File: config.mk
export PLATFORM = sky130hd
export DESIGN_NAME = rcs_reset_cause_sequencer
export DESIGN_NICKNAME = d
export VERILOG_FILES = /design/src/rcs_pkg.sv /design/src/rcs_timer_if.sv /design/src/rcs_startup_timer.sv /design/src/rcs_reset_cause_sequencer.sv
export SDC_FILE = /design/constraint.sdc
export NUM_CORES = 1
export LEC_CHECK = 0
export ABC_AREA = 1
export BUFFER_PORTS_ARGS = -buffer_cell sky130_fd_sc_hd__clkbuf_2
export CORE_UTILIZATION = 30
export CTS_BUF_LIST = sky130_fd_sc_hd__clkbuf_16
export DETAILED_ROUTE_END_ITERATION = 8
export SLEW_MARGIN = 20
export SYNTH_ARGS = -nofsm -noshare
export SYNTH_HDL_FRONTEND = slang
export SYNTH_HIERARCHICAL = 1
export SYNTH_SLANG_ARGS = --single-unit
File: constraint.sdc
create_clock -name core_clk -period 4.29 [get_ports core_clk]
set_clock_uncertainty 0.15 [all_clocks]
set_input_delay 0.858 -clock core_clk [delete_from_list [all_inputs] [get_ports core_clk]]
set_output_delay 0.858 -clock core_clk [all_outputs]
set_load 0.005 [all_outputs]
File: src/rcs_pkg.sv
package rcs_pkg;

    // Start-up delay length, in system clock pulses
    localparam int unsigned       STARTUP_CYCLES = 1024;
    localparam int unsigned       STARTUP_CNT_W  = 11;
    localparam logic [10:0]       STARTUP_ZERO   = 11'h000;
    localparam logic [10:0]       STARTUP_ONE    = 11'h001;
    localparam logic [10:0]       STARTUP_LAST   = 11'(STARTUP_CYCLES - 1);

    // Watchdog: eight divider stages
    localparam int unsigned       WDT_W          = 8;
    localparam logic [WDT_W-1:0]  WDT_CLEAR      = 8'h00;
    localparam logic [WDT_W-1:0]  WDT_ONE        = 8'h01;
    localparam logic [WDT_W-1:0]  WDT_LAST       = 8'hff;

    // Core reset values
    localparam int unsigned       PC_W           = 16;
    localparam logic [PC_W-1:0]   PC_RESET       = 16'h0000;
    localparam int unsigned       SP_W           = 3;
    localparam logic [SP_W-1:0]   SP_TOP         = 3'h0;

    // Register port
    localparam int unsigned       ADDR_W         = 4;
    localparam int unsigned       DATA_W         = 8;
    localparam logic [ADDR_W-1:0] ADDR_CAUSE     = 4'h0;
    localparam logic [ADDR_W-1:0] ADDR_IRQ_STAT  = 4'h1;
    localparam logic [ADDR_W-1:0] ADDR_IRQ_MASK  = 4'h2;
    localparam logic [ADDR_W-1:0] ADDR_CTRL      = 4'h3;
    localparam logic [DATA_W-1:0] DATA_ZERO      = 8'h00;

    // Cause register fields
    localparam int unsigned       CAUSE_TO_BIT   = 0;
    localparam int unsigned       CAUSE_PD_BIT   = 1;
    localparam int unsigned       CAUSE_HALT_BIT = 2;
    localparam int unsigned       CAUSE_HOLD_BIT = 3;

    // Interrupt status / mask fields
    localparam int unsigned       IRQ_W          = 3;
    localparam int unsigned       EV_CHIP_BIT    = 0;
    localparam int unsigned       EV_WARM_BIT    = 1;
    localparam int unsigned       EV_WAKE_BIT    = 2;
    localparam logic [IRQ_W-1:0]  IRQ_CLEAR      = 3'h0;

    // Control register fields
    localparam int unsigned       CTRL_WDT_EN_BIT = 0;
    localparam logic [DATA_W-1:0] CTRL_RESET      = 8'h01;

    typedef enum logic [2:0] {
        ST_POR,
        ST_PIN,
        ST_DELAY,
        ST_RUN,
        ST_HALT
    } rcs_state_t;

endpackage : rcs_pkg

File: src/rcs_timer_if.sv
`timescale 1ns/1ps
interface rcs_timer_if;
    logic start;
    logic busy;
    logic done;

    modport timer (input start, output busy, output done);
    modport ctrl  (output start, input busy, input done);
endinterface : rcs_timer_if

File: src/rcs_startup_timer.sv
`timescale 1ns/1ps
module rcs_startup_timer (
    input  wire logic         core_clk,
    input  wire logic         rst_n,
    input  wire logic         clk_en,
    rcs_timer_if.timer        tif
);
    logic [rcs_pkg::STARTUP_CNT_W-1:0] cnt_q;
    logic [rcs_pkg::STARTUP_CNT_W-1:0] cnt_d;
    logic                              busy_q;
    logic                              busy_d;
    logic                              done_q;
    logic                              done_d;

    always_comb
    begin
        cnt_d  = cnt_q;
        busy_d = busy_q;
        done_d = 1'b0;
        if (tif.start)
        begin
            // Restart wins so a new wake always gets the full delay
            cnt_d  = rcs_pkg::STARTUP_ZERO;
            busy_d = 1'b1;
        end
        else if (busy_q)
        begin
            if (cnt_q == rcs_pkg::STARTUP_LAST)
            begin
                busy_d = 1'b0;
                done_d = 1'b1;
            end
            else
            begin
                cnt_d = cnt_q + rcs_pkg::STARTUP_ONE;
            end
        end
    end

    always_ff @(posedge core_clk or negedge rst_n)
    begin
        if (!rst_n)
        begin
            cnt_q  <= rcs_pkg::STARTUP_ZERO;
            busy_q <= 1'b0;
            done_q <= 1'b0;
        end
        else if (clk_en)
        begin
            cnt_q  <= cnt_d;
            busy_q <= busy_d;
            done_q <= done_d;
        end
    end

    assign tif.busy = busy_q;
    assign tif.done = done_q;

endmodule : rcs_startup_timer

File: src/rcs_reset_cause_sequencer.sv
// The address-and-strobe port and the register offsets are this design's own decisions.
`timescale 1ns/1ps
// Notes on behaviour
// - Chip resets come only from power-on, the pin in run, halt or wake delay, and a watchdog timeout in run.
// - A watchdog timeout in halt is a warm reset that clears only program counter and stack pointer.
// - Cause flags: power-up 00, pin in run unchanged, pin in halt 0/1, timeout run 1/u, timeout halt 1/1.
// - The start-up delay lasts 1024 system clock pulses.
// - The delay is applied at power-up and skipped for a pin reset in normal operation.
// - Every wake from halt passes through the start-up delay before running again.
// - A chip reset clears the watchdog, which counts again as soon as the reset ends.
// - A chip reset loads program counter 000H and the stack pointer with the top of stack.
// - A chip reset disables interrupts by clearing the interrupt mask.
// - Data registers are never reset by this block, so they survive every reset except power-on.
// - Control registers take initial values on a chip reset and are kept on a warm reset.
// - The powerdown flag clears at power-up or watchdog clear and sets on halt entry.
module rcs_reset_cause_sequencer (
    input  wire logic                         core_clk,
    input  wire logic                         rst_n,
    input  wire logic                         clk_en,
    input  wire logic                         external_reset_pin_n,
    input  wire logic                         halt_exec,
    input  wire logic                         wdt_clear_exec,
    input  wire logic                         wdt_tick,
    input  wire logic                         wake_req,
    input  wire logic [rcs_pkg::ADDR_W-1:0]   reg_addr,
    input  wire logic [rcs_pkg::DATA_W-1:0]   reg_wdata,
    input  wire logic                         reg_wr,
    input  wire logic                         reg_rd,
    output logic      [rcs_pkg::DATA_W-1:0]   reg_rdata,
    output logic                              irq,
    output logic                              chip_reset,
    output logic                              warm_reset,
    output logic                              core_stall,
    output logic      [rcs_pkg::PC_W-1:0]     pc_init,
    output logic      [rcs_pkg::SP_W-1:0]     sp_init,
    output logic                              pc_sp_load,
    output logic                              timeout_flag,
    output logic                              powerdown_flag
);
    rcs_timer_if tif ();

    rcs_startup_timer u_startup_delay_timer (
        .core_clk (core_clk),
        .rst_n    (rst_n),
        .clk_en   (clk_en),
        .tif      (tif)
    );

    function automatic logic hit(input logic [rcs_pkg::ADDR_W-1:0] a,
                                 input logic [rcs_pkg::ADDR_W-1:0] r);
        hit = (a == r);
    endfunction : hit

    rcs_pkg::rcs_state_t                state_q;
    rcs_pkg::rcs_state_t                state_d;
    logic                               wake_pend_q;
    logic                               wake_pend_d;
    logic                               delay_rst_q;
    logic                               delay_rst_d;
    logic                               start_q;
    logic                               start_d;
    logic                               to_q;
    logic                               to_d;
    logic                               pd_q;
    logic                               pd_d;
    logic [rcs_pkg::WDT_W-1:0]          wdt_q;
    logic [rcs_pkg::WDT_W-1:0]          wdt_d;
    logic                               chip_rst_q;
    logic                               chip_rst_d;
    logic                               warm_q;
    logic                               warm_d;
    logic                               stall_q;
    logic                               stall_d;
    logic [rcs_pkg::PC_W-1:0]           pc_q;
    logic [rcs_pkg::PC_W-1:0]           pc_d;
    logic [rcs_pkg::SP_W-1:0]           sp_q;
    logic [rcs_pkg::SP_W-1:0]           sp_d;
    logic                               load_q;
    logic                               load_d;
    logic [rcs_pkg::IRQ_W-1:0]          stat_q;
    logic [rcs_pkg::IRQ_W-1:0]          stat_d;
    logic [rcs_pkg::IRQ_W-1:0]          mask_q;
    logic [rcs_pkg::IRQ_W-1:0]          mask_d;
    logic [rcs_pkg::DATA_W-1:0]         ctrl_q;
    logic [rcs_pkg::DATA_W-1:0]         ctrl_d;
    logic [rcs_pkg::DATA_W-1:0]         rdata_q;
    logic [rcs_pkg::DATA_W-1:0]         rdata_d;
    logic                               irq_q;
    logic                               irq_d;
    logic                               wdt_timeout;
    logic                               wdt_clr;
    logic [rcs_pkg::IRQ_W-1:0]          ev;

    assign tif.start = start_q;

    // Watchdog overflow; not counted while the chip is held in reset
    assign wdt_timeout = ctrl_q[rcs_pkg::CTRL_WDT_EN_BIT] && wdt_tick && !chip_rst_q
                         && (wdt_q == rcs_pkg::WDT_LAST);

    always_comb
    begin
        state_d     = state_q;
        wake_pend_d = wake_pend_q;
        delay_rst_d = delay_rst_q;
        start_d     = 1'b0;
        to_d        = to_q;
        pd_d        = pd_q;
        warm_d      = 1'b0;
        wdt_clr     = 1'b0;
        ev          = rcs_pkg::IRQ_CLEAR;
        unique case (state_q)
            rcs_pkg::ST_POR:
            begin
                // Reset start_q is set, so the delay runs from the first enabled edge
                if (tif.done)
                begin
                    state_d = external_reset_pin_n ? rcs_pkg::ST_RUN : rcs_pkg::ST_PIN;
                end
            end
            rcs_pkg::ST_RUN:
            begin
                if (!external_reset_pin_n)
                begin
                    // Flags left unchanged; no delay for a pin reset in run
                    state_d     = rcs_pkg::ST_PIN;
                    wake_pend_d = 1'b0;
                    ev[rcs_pkg::EV_CHIP_BIT] = 1'b1;
                end
                else if (wdt_timeout)
                begin
                    to_d        = 1'b1;
                    state_d     = rcs_pkg::ST_PIN;
                    wake_pend_d = 1'b0;
                    ev[rcs_pkg::EV_CHIP_BIT] = 1'b1;
                end
                else if (halt_exec)
                begin
                    pd_d    = 1'b1;
                    to_d    = 1'b0;
                    wdt_clr = 1'b1;
                    state_d = rcs_pkg::ST_HALT;
                end
                else if (wdt_clear_exec)
                begin
                    pd_d    = 1'b0;
                    wdt_clr = 1'b1;
                end
            end
            rcs_pkg::ST_HALT:
            begin
                if (!external_reset_pin_n)
                begin
                    to_d        = 1'b0;
                    pd_d        = 1'b1;
                    state_d     = rcs_pkg::ST_PIN;
                    wake_pend_d = 1'b1;
                    ev[rcs_pkg::EV_CHIP_BIT] = 1'b1;
                end
                else if (wdt_timeout)
                begin
                    to_d        = 1'b1;
                    pd_d        = 1'b1;
                    warm_d      = 1'b1;
                    start_d     = 1'b1;
                    delay_rst_d = 1'b0;
                    state_d     = rcs_pkg::ST_DELAY;
                    ev[rcs_pkg::EV_WARM_BIT] = 1'b1;
                end
                else if (wake_req)
                begin
                    start_d     = 1'b1;
                    delay_rst_d = 1'b0;
                    state_d     = rcs_pkg::ST_DELAY;
                end
            end
            rcs_pkg::ST_PIN:
            begin
                if (external_reset_pin_n)
                begin
                    if (wake_pend_q)
                    begin
                        start_d     = 1'b1;
                        delay_rst_d = 1'b1;
                        state_d     = rcs_pkg::ST_DELAY;
                    end
                    else
                    begin
                        state_d = rcs_pkg::ST_RUN;
                    end
                    wake_pend_d = 1'b0;
                end
            end
            rcs_pkg::ST_DELAY:
            begin
                if (!external_reset_pin_n)
                begin
                    // Pin during a wake: delay restarts after release
                    state_d     = rcs_pkg::ST_PIN;
                    wake_pend_d = 1'b1;
                    ev[rcs_pkg::EV_CHIP_BIT] = 1'b1;
                end
                else if (tif.done)
                begin
                    state_d = rcs_pkg::ST_RUN;
                    ev[rcs_pkg::EV_WAKE_BIT] = 1'b1;
                end
            end
            default:
            begin
                state_d = rcs_pkg::ST_POR;
            end
        endcase

        chip_rst_d = (state_d == rcs_pkg::ST_POR) || (state_d == rcs_pkg::ST_PIN)
                     || ((state_d == rcs_pkg::ST_DELAY) && delay_rst_d);
        stall_d    = (state_d != rcs_pkg::ST_RUN);
        load_d     = chip_rst_d || warm_d;
        pc_d       = load_d ? rcs_pkg::PC_RESET : pc_q;
        sp_d       = load_d ? rcs_pkg::SP_TOP : sp_q;

        // Watchdog held clear in reset, counting resumes on release
        if (chip_rst_q || wdt_clr)
        begin
            wdt_d = rcs_pkg::WDT_CLEAR;
        end
        else if (ctrl_q[rcs_pkg::CTRL_WDT_EN_BIT] && wdt_tick)
        begin
            wdt_d = wdt_q + rcs_pkg::WDT_ONE;
        end
        else
        begin
            wdt_d = wdt_q;
        end
    end

    always_comb
    begin
        ctrl_d  = ctrl_q;
        mask_d  = mask_q;
        stat_d  = stat_q;
        rdata_d = rcs_pkg::DATA_ZERO;
        if (reg_wr && hit(reg_addr, rcs_pkg::ADDR_IRQ_MASK))
        begin
            mask_d = reg_wdata[rcs_pkg::IRQ_W-1:0];
        end
        if (reg_wr && hit(reg_addr, rcs_pkg::ADDR_CTRL))
        begin
            ctrl_d = reg_wdata;
        end
        if (reg_rd && hit(reg_addr, rcs_pkg::ADDR_CAUSE))
        begin
            rdata_d[rcs_pkg::CAUSE_TO_BIT]   = to_q;
            rdata_d[rcs_pkg::CAUSE_PD_BIT]   = pd_q;
            rdata_d[rcs_pkg::CAUSE_HALT_BIT] = (state_q == rcs_pkg::ST_HALT);
            rdata_d[rcs_pkg::CAUSE_HOLD_BIT] = stall_q;
        end
        if (reg_rd && hit(reg_addr, rcs_pkg::ADDR_IRQ_STAT))
        begin
            rdata_d[rcs_pkg::IRQ_W-1:0] = stat_q;
            stat_d                      = rcs_pkg::IRQ_CLEAR;
        end
        if (reg_rd && hit(reg_addr, rcs_pkg::ADDR_IRQ_MASK))
        begin
            rdata_d[rcs_pkg::IRQ_W-1:0] = mask_q;
        end
        if (reg_rd && hit(reg_addr, rcs_pkg::ADDR_CTRL))
        begin
            rdata_d = ctrl_q;
        end
        // New events beat a clearing read in the same cycle
        stat_d = stat_d | ev;
        // Control state reinitialised by a chip reset, kept on a warm reset
        if (chip_rst_q)
        begin
            mask_d = rcs_pkg::IRQ_CLEAR;
            ctrl_d = rcs_pkg::CTRL_RESET;
        end
        irq_d = |(stat_d & mask_d);
    end

    // Only power-on clears the flags here; pin and watchdog resets change them through the next-state logic
    always_ff @(posedge core_clk or negedge rst_n)
    begin
        if (!rst_n)
        begin
            state_q     <= rcs_pkg::ST_POR;
            wake_pend_q <= 1'b0;
            delay_rst_q <= 1'b0;
            start_q     <= 1'b1;
            to_q        <= 1'b0;
            pd_q        <= 1'b0;
            wdt_q       <= rcs_pkg::WDT_CLEAR;
            chip_rst_q  <= 1'b1;
            warm_q      <= 1'b0;
            stall_q     <= 1'b1;
            pc_q        <= rcs_pkg::PC_RESET;
            sp_q        <= rcs_pkg::SP_TOP;
            load_q      <= 1'b1;
            stat_q      <= rcs_pkg::IRQ_CLEAR;
            mask_q      <= rcs_pkg::IRQ_CLEAR;
            ctrl_q      <= rcs_pkg::CTRL_RESET;
            rdata_q     <= rcs_pkg::DATA_ZERO;
            irq_q       <= 1'b0;
        end
        else if (clk_en)
        begin
            state_q     <= state_d;
            wake_pend_q <= wake_pend_d;
            delay_rst_q <= delay_rst_d;
            start_q     <= start_d;
            to_q        <= to_d;
            pd_q        <= pd_d;
            wdt_q       <= wdt_d;
            chip_rst_q  <= chip_rst_d;
            warm_q      <= warm_d;
            stall_q     <= stall_d;
            pc_q        <= pc_d;
            sp_q        <= sp_d;
            load_q      <= load_d;
            stat_q      <= stat_d;
            mask_q      <= mask_d;
            ctrl_q      <= ctrl_d;
            rdata_q     <= rdata_d;
            irq_q       <= irq_d;
        end
    end

    assign reg_rdata      = rdata_q;
    assign irq            = irq_q;
    assign chip_reset     = chip_rst_q;
    assign warm_reset     = warm_q;
    assign core_stall     = stall_q;
    assign pc_init        = pc_q;
    assign sp_init        = sp_q;
    assign pc_sp_load     = load_q;
    assign timeout_flag   = to_q;
    assign powerdown_flag = pd_q;

endmodule : rcs_reset_cause_sequencer

======== Word-level counts from Yosys, hierarchy flattened ========
Index checks and enable logic that the tools add are counted.
word-level totals
  output and inout port bits .............. 34
  logic and storage cells ................. 151
  input port bits ......................... 22
  register bits after elaboration ......... 56
operators by class
  multiplexer cells ....................... 76
  eq/ne operators ......................... 21
  reductions and logical operators ........ 31
  bitwise operators ....................... 2
  add/sub/neg operators ................... 2
operator list
  cell                                              count
  two-way mux 3 bit                                 15
  two-way mux 1 bit                                 44
  two-way mux 8 bit                                 5
  two-way mux 11 bit                                3
  case mux 3 bit (5 select lines)                   1
  != test 3 bit (second input constant)             4
  adder 11 x 1 -> 11 bit (second input constant)    1
  == test 11 x 10 -> 1 bit (second input constant)  1
  logical AND 1 bit                                 10
  != test 2 bit (second input constant)             5
  case mux 1 bit (2 select lines)                   5
  AND reduction 5 bit                               2
  == test 3 x 2 -> 1 bit (second input constant)    3
  adder 8 x 1 -> 8 bit (second input constant)      1
  == test 4 x 2 -> 1 bit (second input constant)    2
  == test 8 bit (second input constant)             1
  nonzero test 2 bit                                4
  == test 3 x 1 -> 1 bit (second input constant)    2
  zero test 3 bit                                   2
  AND reduction 6 bit                               1
  == test 4 x 1 -> 1 bit (second input constant)    1
  zero test 4 bit                                   1
  logical OR 1 bit                                  4
  two-way mux 4 bit                                 1
  12 further kinds                                  13

======== Logic depth before layout (Yosys ltp) ========
Gate-level depths: netlist (run 1).
  word-level depth ........................ 10
  gate-level depth with buffers ........... 12
  mapped depth without buffers ............ 12

======== Hierarchy ========
The synthesis (run 1) kept the hierarchy.
modules (own cells, without submodules)
  module                     seq. area each (sq um)  cells each  area each (sq um)  times used
  rcs_reset_cause_sequencer  1082.3                  342         2596.2             1
  rcs_startup_timer          325.3                   109         787.0              1

======== Worst setup path before layout (run 1) ========
No wires, ideal clock.
  path type ............................... input -> register
  start point ............................. input external_reset_pin_n
  end point ............................... register state_q[0]
  setup time .............................. 0.128 ns
  data required time ...................... 4.012 ns
  path slack .............................. 2.358 ns
  path buffers ............................ 1
  arrival ................................. 1.654 ns
  stages .................................. 8
  cell sequence ........................... buf_2 -> o21ai_0 -> nor2_1 -> nor2_1 -> nand2_1 -> nor2_2 -> nor2_1 -> o21bai_1
between the ends
  longest elaborated chain between the ends .. 2
  elaborated cells between the ends (all ways) .. 5
  classes of those cells .................. mux (5)
RTL lines
  element                               line                              source
  start, declared                       rcs_reset_cause_sequencer.sv:20   input wire logic external_reset_pin_n,
  two-way mux 3 bit (on tied branches)  n/a
  case mux 3 bit (5 select lines) (*)   rcs_reset_cause_sequencer.sv:111  unique case (state_q)
  end signal, assigned                  rcs_reset_cause_sequencer.sv:286  state_q <= rcs_pkg::ST_POR;
  end signal, assigned                  rcs_reset_cause_sequencer.sv:307  state_q <= state_d;
  end, declared                         rcs_reset_cause_sequencer.sv:54   rcs_pkg::rcs_state_t state_q;
Mark *: on every way between the ends. The rest lies on a longest branch, timed or not.
A chain may end at the register's enable or synchronous reset.

======== Worst setup path in the final report (run 1) ========
  start point ............................. input clk_en
  end point ............................... register ctrl_q[0] (netlist name)
between the ends
  longest elaborated chain between the ends .. 1
RTL lines
  element                        line                              source
  start, declared                rcs_reset_cause_sequencer.sv:19   input wire logic clk_en,
  AND reduction 2 bit (no line)  n/a
  end signal, assigned           rcs_reset_cause_sequencer.sv:301  ctrl_q <= rcs_pkg::CTRL_RESET;
  end signal, assigned           rcs_reset_cause_sequencer.sv:322  ctrl_q <= ctrl_d;
  end, declared                  rcs_reset_cause_sequencer.sv:84   logic [rcs_pkg::DATA_W-1:0] ctrl_q;
Every way passes these cells.

==> results of run 1 <==
-- state kept, by name, summed over array words and instances, names as in the netlist, 3 cells and up --
register                     cells
u_startup_delay_timer/cnt_q     11
ctrl_q                           8
reg_rdata                        8
wdt_q                            8
mask_q                           3
stat_q                           3
state_q                          3
-- power by group through the flow --
stage          combinational, mW  clock, mW  sequential [mW]
6_report                   0.347      0.394            0.695
5_1_grt                    0.405      0.428            0.707
4_1_cts                    0.351      0.413            0.694
3_5_place_dp               0.349          0            0.702
3_3_place_gp               0.339          0            0.701
2_1_floorplan              0.278          0            0.676
-- cells in the mapped netlist, types with 3 or more instances --
cell type	number
sky130_fd_sc_hd__xor2_1	5
sky130_fd_sc_hd__nand4_1	11
sky130_fd_sc_hd__o21ai_0	32
sky130_fd_sc_hd__nand3_1	31
sky130_fd_sc_hd__inv_2	7
sky130_fd_sc_hd__nor2_1	38
sky130_fd_sc_hd__inv_1	49
sky130_fd_sc_hd__buf_4	21
sky130_fd_sc_hd__o22ai_1	5
sky130_fd_sc_hd__o31ai_1	4
sky130_fd_sc_hd__nor2_4	6
sky130_fd_sc_hd__nand2_2	4
sky130_fd_sc_hd__a21oi_1	15
sky130_fd_sc_hd__clkbuf_1	5
sky130_fd_sc_hd__nand2_1	113
sky130_fd_sc_hd__dfstp_2	5
sky130_fd_sc_hd__dfrtp_1	51
sky130_fd_sc_hd__o21ai_1	5
sky130_fd_sc_hd__or2_2	3
sky130_fd_sc_hd__nor3_1	7
sky130_fd_sc_hd__nor2_2	6
-- tightest hold or removal path: cells and delay by family, from the launching register on --
kind / cells / cell delay [ns]
and+or+nand+nor: 1 / 0.05
AOI/OAI and AO/OA: 1 / 0.06
DFF: 1 / 0.34
-- per-layer routing --
layer / track usage / up-vias / wire [um] / part of all wire
met2: 0.233 / 59 / 3660 / 0.47
li1: - / 1487 / - / -
met3: 0.0319 / 10 / 391 / 0.050
met1: 0.189 / 1391 / 3610 / 0.46
met4: 0.0450 / 0 / 107 / 0.014
met5: 0 / - / 0 / 0
-- per-stage QoR --
step	std cells	utilization	total power, mW
2_1_floorplan	469	-	0.954
5_1_grt	625	0.343	1.54
6_report	625	0.343	1.44
4_1_cts	625	0.343	1.46
3_5_place_dp	617	0.330	1.05
3_3_place_gp	617	0.330	1.04
-- worst paths after layout --
check | start | end | cells after the start
worst max-delay path | clk_en | ctrl_q[0]$_DFFE_PN1P_ | 5
worst min-delay path | reg_rdata[6]$_DFFE_PN0P_ | reg_rdata[6]$_DFFE_PN0P_ | 2
worst max register to register | chip_reset$_DFFE_PN1P_ | ctrl_q[0]$_DFFE_PN1P_ | 4
worst min register to register | reg_rdata[6]$_DFFE_PN0P_ | reg_rdata[6]$_DFFE_PN0P_ | 2
max in group asynchronous | rst_n | start_q$_DFFE_PN1P_ | 2
min in group asynchronous | rst_n | wdt_q[1]$_DFFE_PN0P_ | 1
-- kinds of logic (layout without fill, tap and decap cells) --
kind of cell,after synthesis,in the layout,share of synthesized area
and+or+nand+nor,226,226,0.312
buffers and inverters,86,102,0.124
AOI/OAI and AO/OA,75,75,0.127
DFF,56,56,0.416
xor gates and xnor gates,5,5,0.0129
adders and majority gates,2,2,0.00740
other,1,19,0.00111
-- cell type report --
type / count / area, um^2 / share of cell area
Clock inverter: 3 / 11.3 / 0.00300
Clock buffer: 5 / 125 / 0.0334
Timing Repair Buffer: 37 / 188 / 0.0501
Tap cell: 140 / 175 / 0.0467
Multi-Input combinational cell: 327 / 1630 / 0.434
Inverter: 57 / 216 / 0.0577
Sequential cell: 56 / 1410 / 0.376
==> results.md, run 1 <==
Worst setup path:
- STA classifies the critical path startpoint as a primary input.
- The maximum fanout count along the critical path is 30.
- The largest incremental delay on the critical path is 0.53 ns.
- The number of buffers and inverters on the critical path is 2.
- STA classifies the critical path endpoint as a flop.
- At the worst endpoint, the required time is 4.36 ns.
- The kind of critical path is in2reg.
- For the worst setup path, the data arrival time is 2.45 ns.
- The cell repeated most along the worst path is sky130_fd_sc_hd__o21ai_0.
- The highest-delay cell along the critical path is sky130_fd_sc_hd__clkbuf_2.
- The kind of cell adding the most delay to the critical path is buffers and inverters.
- The critical path goes through clkbuf_2, inv_4, a21oi_2, o21ai_0, o21ai_0.
- The setup slack of the worst register-to-register path is 2.37 ns.

Final layout:
- The total inserted antenna cells is 0.
- From synthesis to final layout, the design area changed by 10.8%.
- The number of nets in the layout is 508.
- Leaving out fill and tap cells, the most frequent cells in the layout are sky130_fd_sc_hd__nand2_1, sky130_fd_sc_hd__dfrtp_1, sky130_fd_sc_hd__inv_1, sky130_fd_sc_hd__nor2_1, sky130_fd_sc_hd__clkbuf_2.
- The area of all placed cells without fillers is 3750 um^2.
- The count of fill cells added during filler insertion is 1144.
- The share of cells above drive strength 1 is 0.171.
- The library cell used most frequently in the layout, excluding fill and tap cells, is sky130_fd_sc_hd__nand2_1.

Power and ir drop:
- Of the total power, the share spent switching nets is 0.340.
- The net load switching power is 0.488 mW.
- The power share of the sequential group is 0.484.
- Of the total power, combinational logic draws 0.242.
- Of the total power, the clock network draws 0.274.
- The worst ir drop on vdd is 0.000225 V.
- Dividing total power by cell area gives a power density of 383 nW/um^2.
- The cell-internal power is 0.948 mW.
- Summed over all cells, the static leakage comes to 1.81 nW.

Global routing:
- The global-route total usage across every layer is 0.144.
- The global-route wire length before repair is 13200 um.
- Entering global routing, the biggest net connects 38 pins.
- The number of global-route vias before repair is 2788.
- The initial antenna violation count came to 0.
- For this run the aggregate overflow at the end of global routing stands at 0.

Clocking:
- The quantity of hold-fixing buffers added after cts is 0.
- The number of gates given a new drive strength after cts is 0.
- The tree is rooted in a sky130_fd_sc_hd__clkbuf_16.
- The number of sinks handled by clock tree synthesis is 56.
- The latest clock arrival within the worst-skew pair is 0.30 ns.
- The setup fix buffers added after clock tree synthesis is 0.
- Clock-pin slew was measured on the worst setup and hold paths at 0.07 ns.
- The buffer depth of the longest clock path is 2.
- TritonCTS built the clock tree.
- The total clock buffers created by CTS is 5.
- The H-tree was split into 2 levels.

STA:
- The clock period could shrink to 2.38 ns.
- The final-report hold violation count was 0.
- The final count of pins violating max slew came to 0.
- The setup TNS is 0 ns.
- The normalized max-slew margin is 0.367.
- Setup repair after global routing left no endpoint under its margin.
- At the pin with the least slew margin, the transition time is 0.949 ns.
- Setup violations remaining at the end of the flow were counted as 0.
- The final hold slack is 0.339 ns.
- The maximum frequency from static timing analysis is 421 MHz.
- The final worst-path setup slack is 1.91 ns.
- The final period utilization is 0.554.

Synth:
- The mean cell area of the mapped netlist is 7.50 um^2.
- Of the post-synthesis cell area, the dominant cell type holds 0.377.
- Counting distinct cell types in the post-synthesis netlist gives 41.
- The most instantiated flip-flop cell in the synthesis netlist is sky130_fd_sc_hd__dfrtp_1.
- The total standard cell area after synthesis is 3380 um^2.
- After technology mapping, the gate count stands at 451.
- In this run, synthesis produced a sequential element count of 56.
- Sorting the synthesized cells by area gives the leading types as sky130_fd_sc_hd__dfrtp_1, sky130_fd_sc_hd__nand2_1, sky130_fd_sc_hd__inv_1.
- Of the synthesized area, sequential elements account for 0.416.
- The number of synthesis warnings is 6.
- For this run, asynchronously set or reset flops after synthesis account for 1.00.
- Summed over all instances, the cell type with the most area after synthesis is sky130_fd_sc_hd__dfrtp_1.
- The number of synthesized flops with an enable pin is 0.

Floorplan:
- The floorplan step set the die height to 108 um.
- The initial utilization of the core area, before any placement, comes to 0.309.
- From left edge to right edge, the die measures 108 um.
- In this run the standard cell core region covers 10900 um^2.
- 56 I/O pins were placed.
- The standard-cell row count is 38.
- The full die area is 11700 um^2.

Routing:
- The detailed router finished its first iteration with 184 violations.
- In this run the remaining antenna-violating nets after routing total 0.
- The total number of vias is 2947.
- The final routed DRC violation total is 0.
- Before antenna repair, the detailed router went through 4 iterations.
- Dividing the detail-routed via count by the number of cells gives 4.72.
- The routed wire length is 7770 um.
- The routed length per placed instance is 12.4 um.

Placement:
- The wire-length estimate of the detail-placed layout is 5800 um.
- The cell area after placement is 3610 um^2.
- During placement, the flow inserted port buffers numbering 36.
- The congestion estimate from routability-driven global placement came to 0.838.
- The worst slack after detailed placement is 1.60 ns.

Min path:
- The tightest min-delay check is of the reg2reg type.

Run status:
- The run finished with clean final reports.

Job:
- Max-cap violations in this run came to 0.
Power figures use the tool's default switching activity.
==> inputs of run 2 (changes only) <==
clock period = 1.95 ns   (was 4.29 ns; I/O delays follow)
==> results.md, run 2 (synthesized netlist as in run 1, its figures left out) <==
Run status:
- The flow ran to the end, and the final reports show no timing, DRC or antenna violations.

Routing:
- The first-pass iteration count of the detailed router was 5 (+1).
- The count of routing violations after the opening detailed-route iteration is 167 (-9.2%).
- The via count normalized by instance count is 4.67 (-0.98%).
- The antenna violation net count after detailed routing is 0 (unchanged).
- The routed length per placed instance is 12.0 um (-3.1%).
- The total number of vias came to 2946 (-0.034%).
- The routed wire length was 7600 um (-2.1%).
- The final routed DRC violation total is 0 (unchanged).

Floorplan:
- The height of the die was 108 um (unchanged).
- The full die area came to 11700 um^2 (unchanged).
- The standard-cell row count is 38 (unchanged).
- The horizontal die dimension is 108 um (unchanged).
- The top-level port count was 56 (unchanged).
- The standard cell core area is 10900 um^2 (unchanged).
- The effective utilization at floorplan was 0.309 (unchanged).

Global routing:
- The global-route total usage across every layer is 0.137 (-0.00620).
- The maximum number of pins on one net before global-route repair is 57 (+50%).
- The number of global-route vias before repair is 2745 (-1.5%).
- The total congestion overflow was 0 (unchanged).
- The global-route wire length before repair is 12800 um (-3.0%).
- The initial antenna violation count is 0 (unchanged).

Worst setup path:
- The critical path data required time is 2.04 ns (-2.32 ns).
- The worst setup path is launched from a flop.
- The setup slack of the worst register-to-register path is 0.18 ns (-2.19 ns).
- The endpoint class of the critical path is a flop.
- The largest incremental delay on the critical path is 0.53 ns (about the same).
- The worst setup path is of the reg2reg kind.
- The signal on the critical path passes through nand2_1, nor2_2, nand3_4, nand2_2, nor2_1, a21oi_1, nand2_1, nand2_1.
- The cell repeated most along the worst path is sky130_fd_sc_hd__nand2_1.
- The data arrival time at the worst-slack endpoint was 1.86 ns (-0.59 ns).
- The highest-delay cell along the critical path is sky130_fd_sc_hd__dfstp_2.
- The maximum fanout count along the critical path is 9 (-70%).

Final layout:
- The number of cells in the finished layout apart from fillers came to 631 (+0.96%).
- The most common cell after layout, fill and taps aside is sky130_fd_sc_hd__nand2_1.
- The register with the highest flop count is u_startup_delay_timer/cnt_q.
- The area of all placed cells without fillers is 3810 um^2 (+1.7%).
- The signed area change from the synthesized netlist to the final layout is 12.6%.
- The number of flip-flops under the largest register name is 11 (unchanged).
- The share of cells above drive strength 1 is 0.183 (+0.0122).
- The total inserted antenna cells is 0 (unchanged).
- Leaving out fill and tap cells, the most frequent cells in the layout are sky130_fd_sc_hd__nand2_1, sky130_fd_sc_hd__dfrtp_1, sky130_fd_sc_hd__inv_1, sky130_fd_sc_hd__nor2_1, sky130_fd_sc_hd__clkbuf_2.
- The number of nets in the layout is 514 (+1.2%).

STA:
- The setup TNS came to 0 ns (unchanged).
- The shortest clock period the worst path allows after layout is 1.77 ns.
- Dividing the final minimum period by the clock period gives 0.908.
- The final count of pins violating max slew is 0 (unchanged).
- Derived from the worst setup path, the maximum achievable clock frequency is 565 MHz.
- Setup repair after global routing left no endpoint under its margin.
- The total of endpoints with negative setup slack in the final report is 0 (unchanged).
- The final-report hold violation count is 0 (unchanged).

Clocking:
- The number of H-tree branching levels is 2 (unchanged).
- The setup fix buffers added after clock tree synthesis is 0 (unchanged).
- The root buffer cell is sky130_fd_sc_hd__clkbuf_16.
- TritonCTS built the clock tree.
- The total clock buffers created by CTS came to 5 (unchanged).
- The latest clock arrival within the worst-skew pair was 0.29 ns (about the same).
- The buffer depth of the longest clock path is 2 (unchanged).
- The clock transition time at the flip-flop clock pins of the worst setup and hold paths came to 0.07 ns (about the same).
- The number of sinks handled by clock tree synthesis is 56 (unchanged).

Power and ir drop:
- The areal power density over the cells is 830 nW/um^2 (+120%).
- The worst ir drop on vdd is 0.000370 V (+65%).
- The leakage power figure is 1.84 nW (+1.8%).

Placement:
- The cell count after placement is 622 (+0.81%).
- The total of buffers placed on input and output ports is 36 (unchanged).
- The routability congestion estimate from global placement is 0.915 (+9.2%).
- The HPWL after detailed placement came to 5880 um (+1.3%).
- The cell area after placement is 3660 um^2 (+1.4%).

Min path:
- The class of the most critical hold timing path is in2reg.

Job:
- The max-cap violation count is 0 (unchanged).
## run 2: cell types whose count changed in the layout (fill, tap and decap cells not counted), sizes merged
cell and change:
buf +5, clkinv +1, dlygate4sd3 +1, inv -1
## run 2: final timing paths
path,start,end,cells past startpoint
max in group asynchronous,rst_n,start_q$_DFFE_PN1P_,3
min reg2reg,reg_rdata[7]$_DFFE_PN0P_,reg_rdata[7]$_DFFE_PN0P_,2
max reg2reg,ctrl_q[0]$_DFFE_PN1P_,pc_sp_load$_DFFE_PN1P_,8
min in group asynchronous,rst_n,wdt_q[2]$_DFFE_PN0P_,3
min,reg_wdata[3],ctrl_q[3]$_DFFE_PN0P_,3
max,ctrl_q[0]$_DFFE_PN1P_,pc_sp_load$_DFFE_PN1P_,8
## run 2: layout make-up
cell class,instances,area (um^2)
Timing Repair Buffer,43,248
Inverter,57,216
Fill cell,1152,7120
Tap cell,140,175
Sequential cell,56,1410
Clock inverter,3,13.8
Clock buffer,5,125
Multi-Input combinational cell,327,1630
## run 2: timing repair
action                                 4_1_cts  5_1_grt
setup endpoints to repair                    0        0
hold buffers                                 1        0
resized for setup                            0        0
endpoints found under the hold margin       51        0
## run 2: stage by stage
stage	power [mW]	utilization	hold WS (ns)	worst slack, ns
2_1_floorplan	2.10	-	-0.0556	0.368
3_3_place_gp	2.31	0.335	0.270	0.191
3_5_place_dp	2.33	0.335	0.273	0.210
4_1_cts	3.20	0.349	0.190	0.178
5_1_grt	3.38	0.349	0.206	0.0378
6_report	3.17	0.349	0.192	0.180
## run 2: metal layers
layer	vias up	global-route usage	wire, um
li1	1498	-	-
met1	1358	0.182	3580
met2	80	0.229	3550
met3	10	0.0235	354
met4	0	0.0382	116
met5	-	0	0
## run 2: where the power goes
part	switching (mW)	internal [mW]
Sequential	0.172	1.36
Combinational	0.497	0.273
Clock	0.397	0.468
## run 2: critical path, delay by kind of cell (launching register included)
kind	cells	cell delay [ns]
flops	1	0.53
simple gates	7	0.78
compound gates	1	0.26
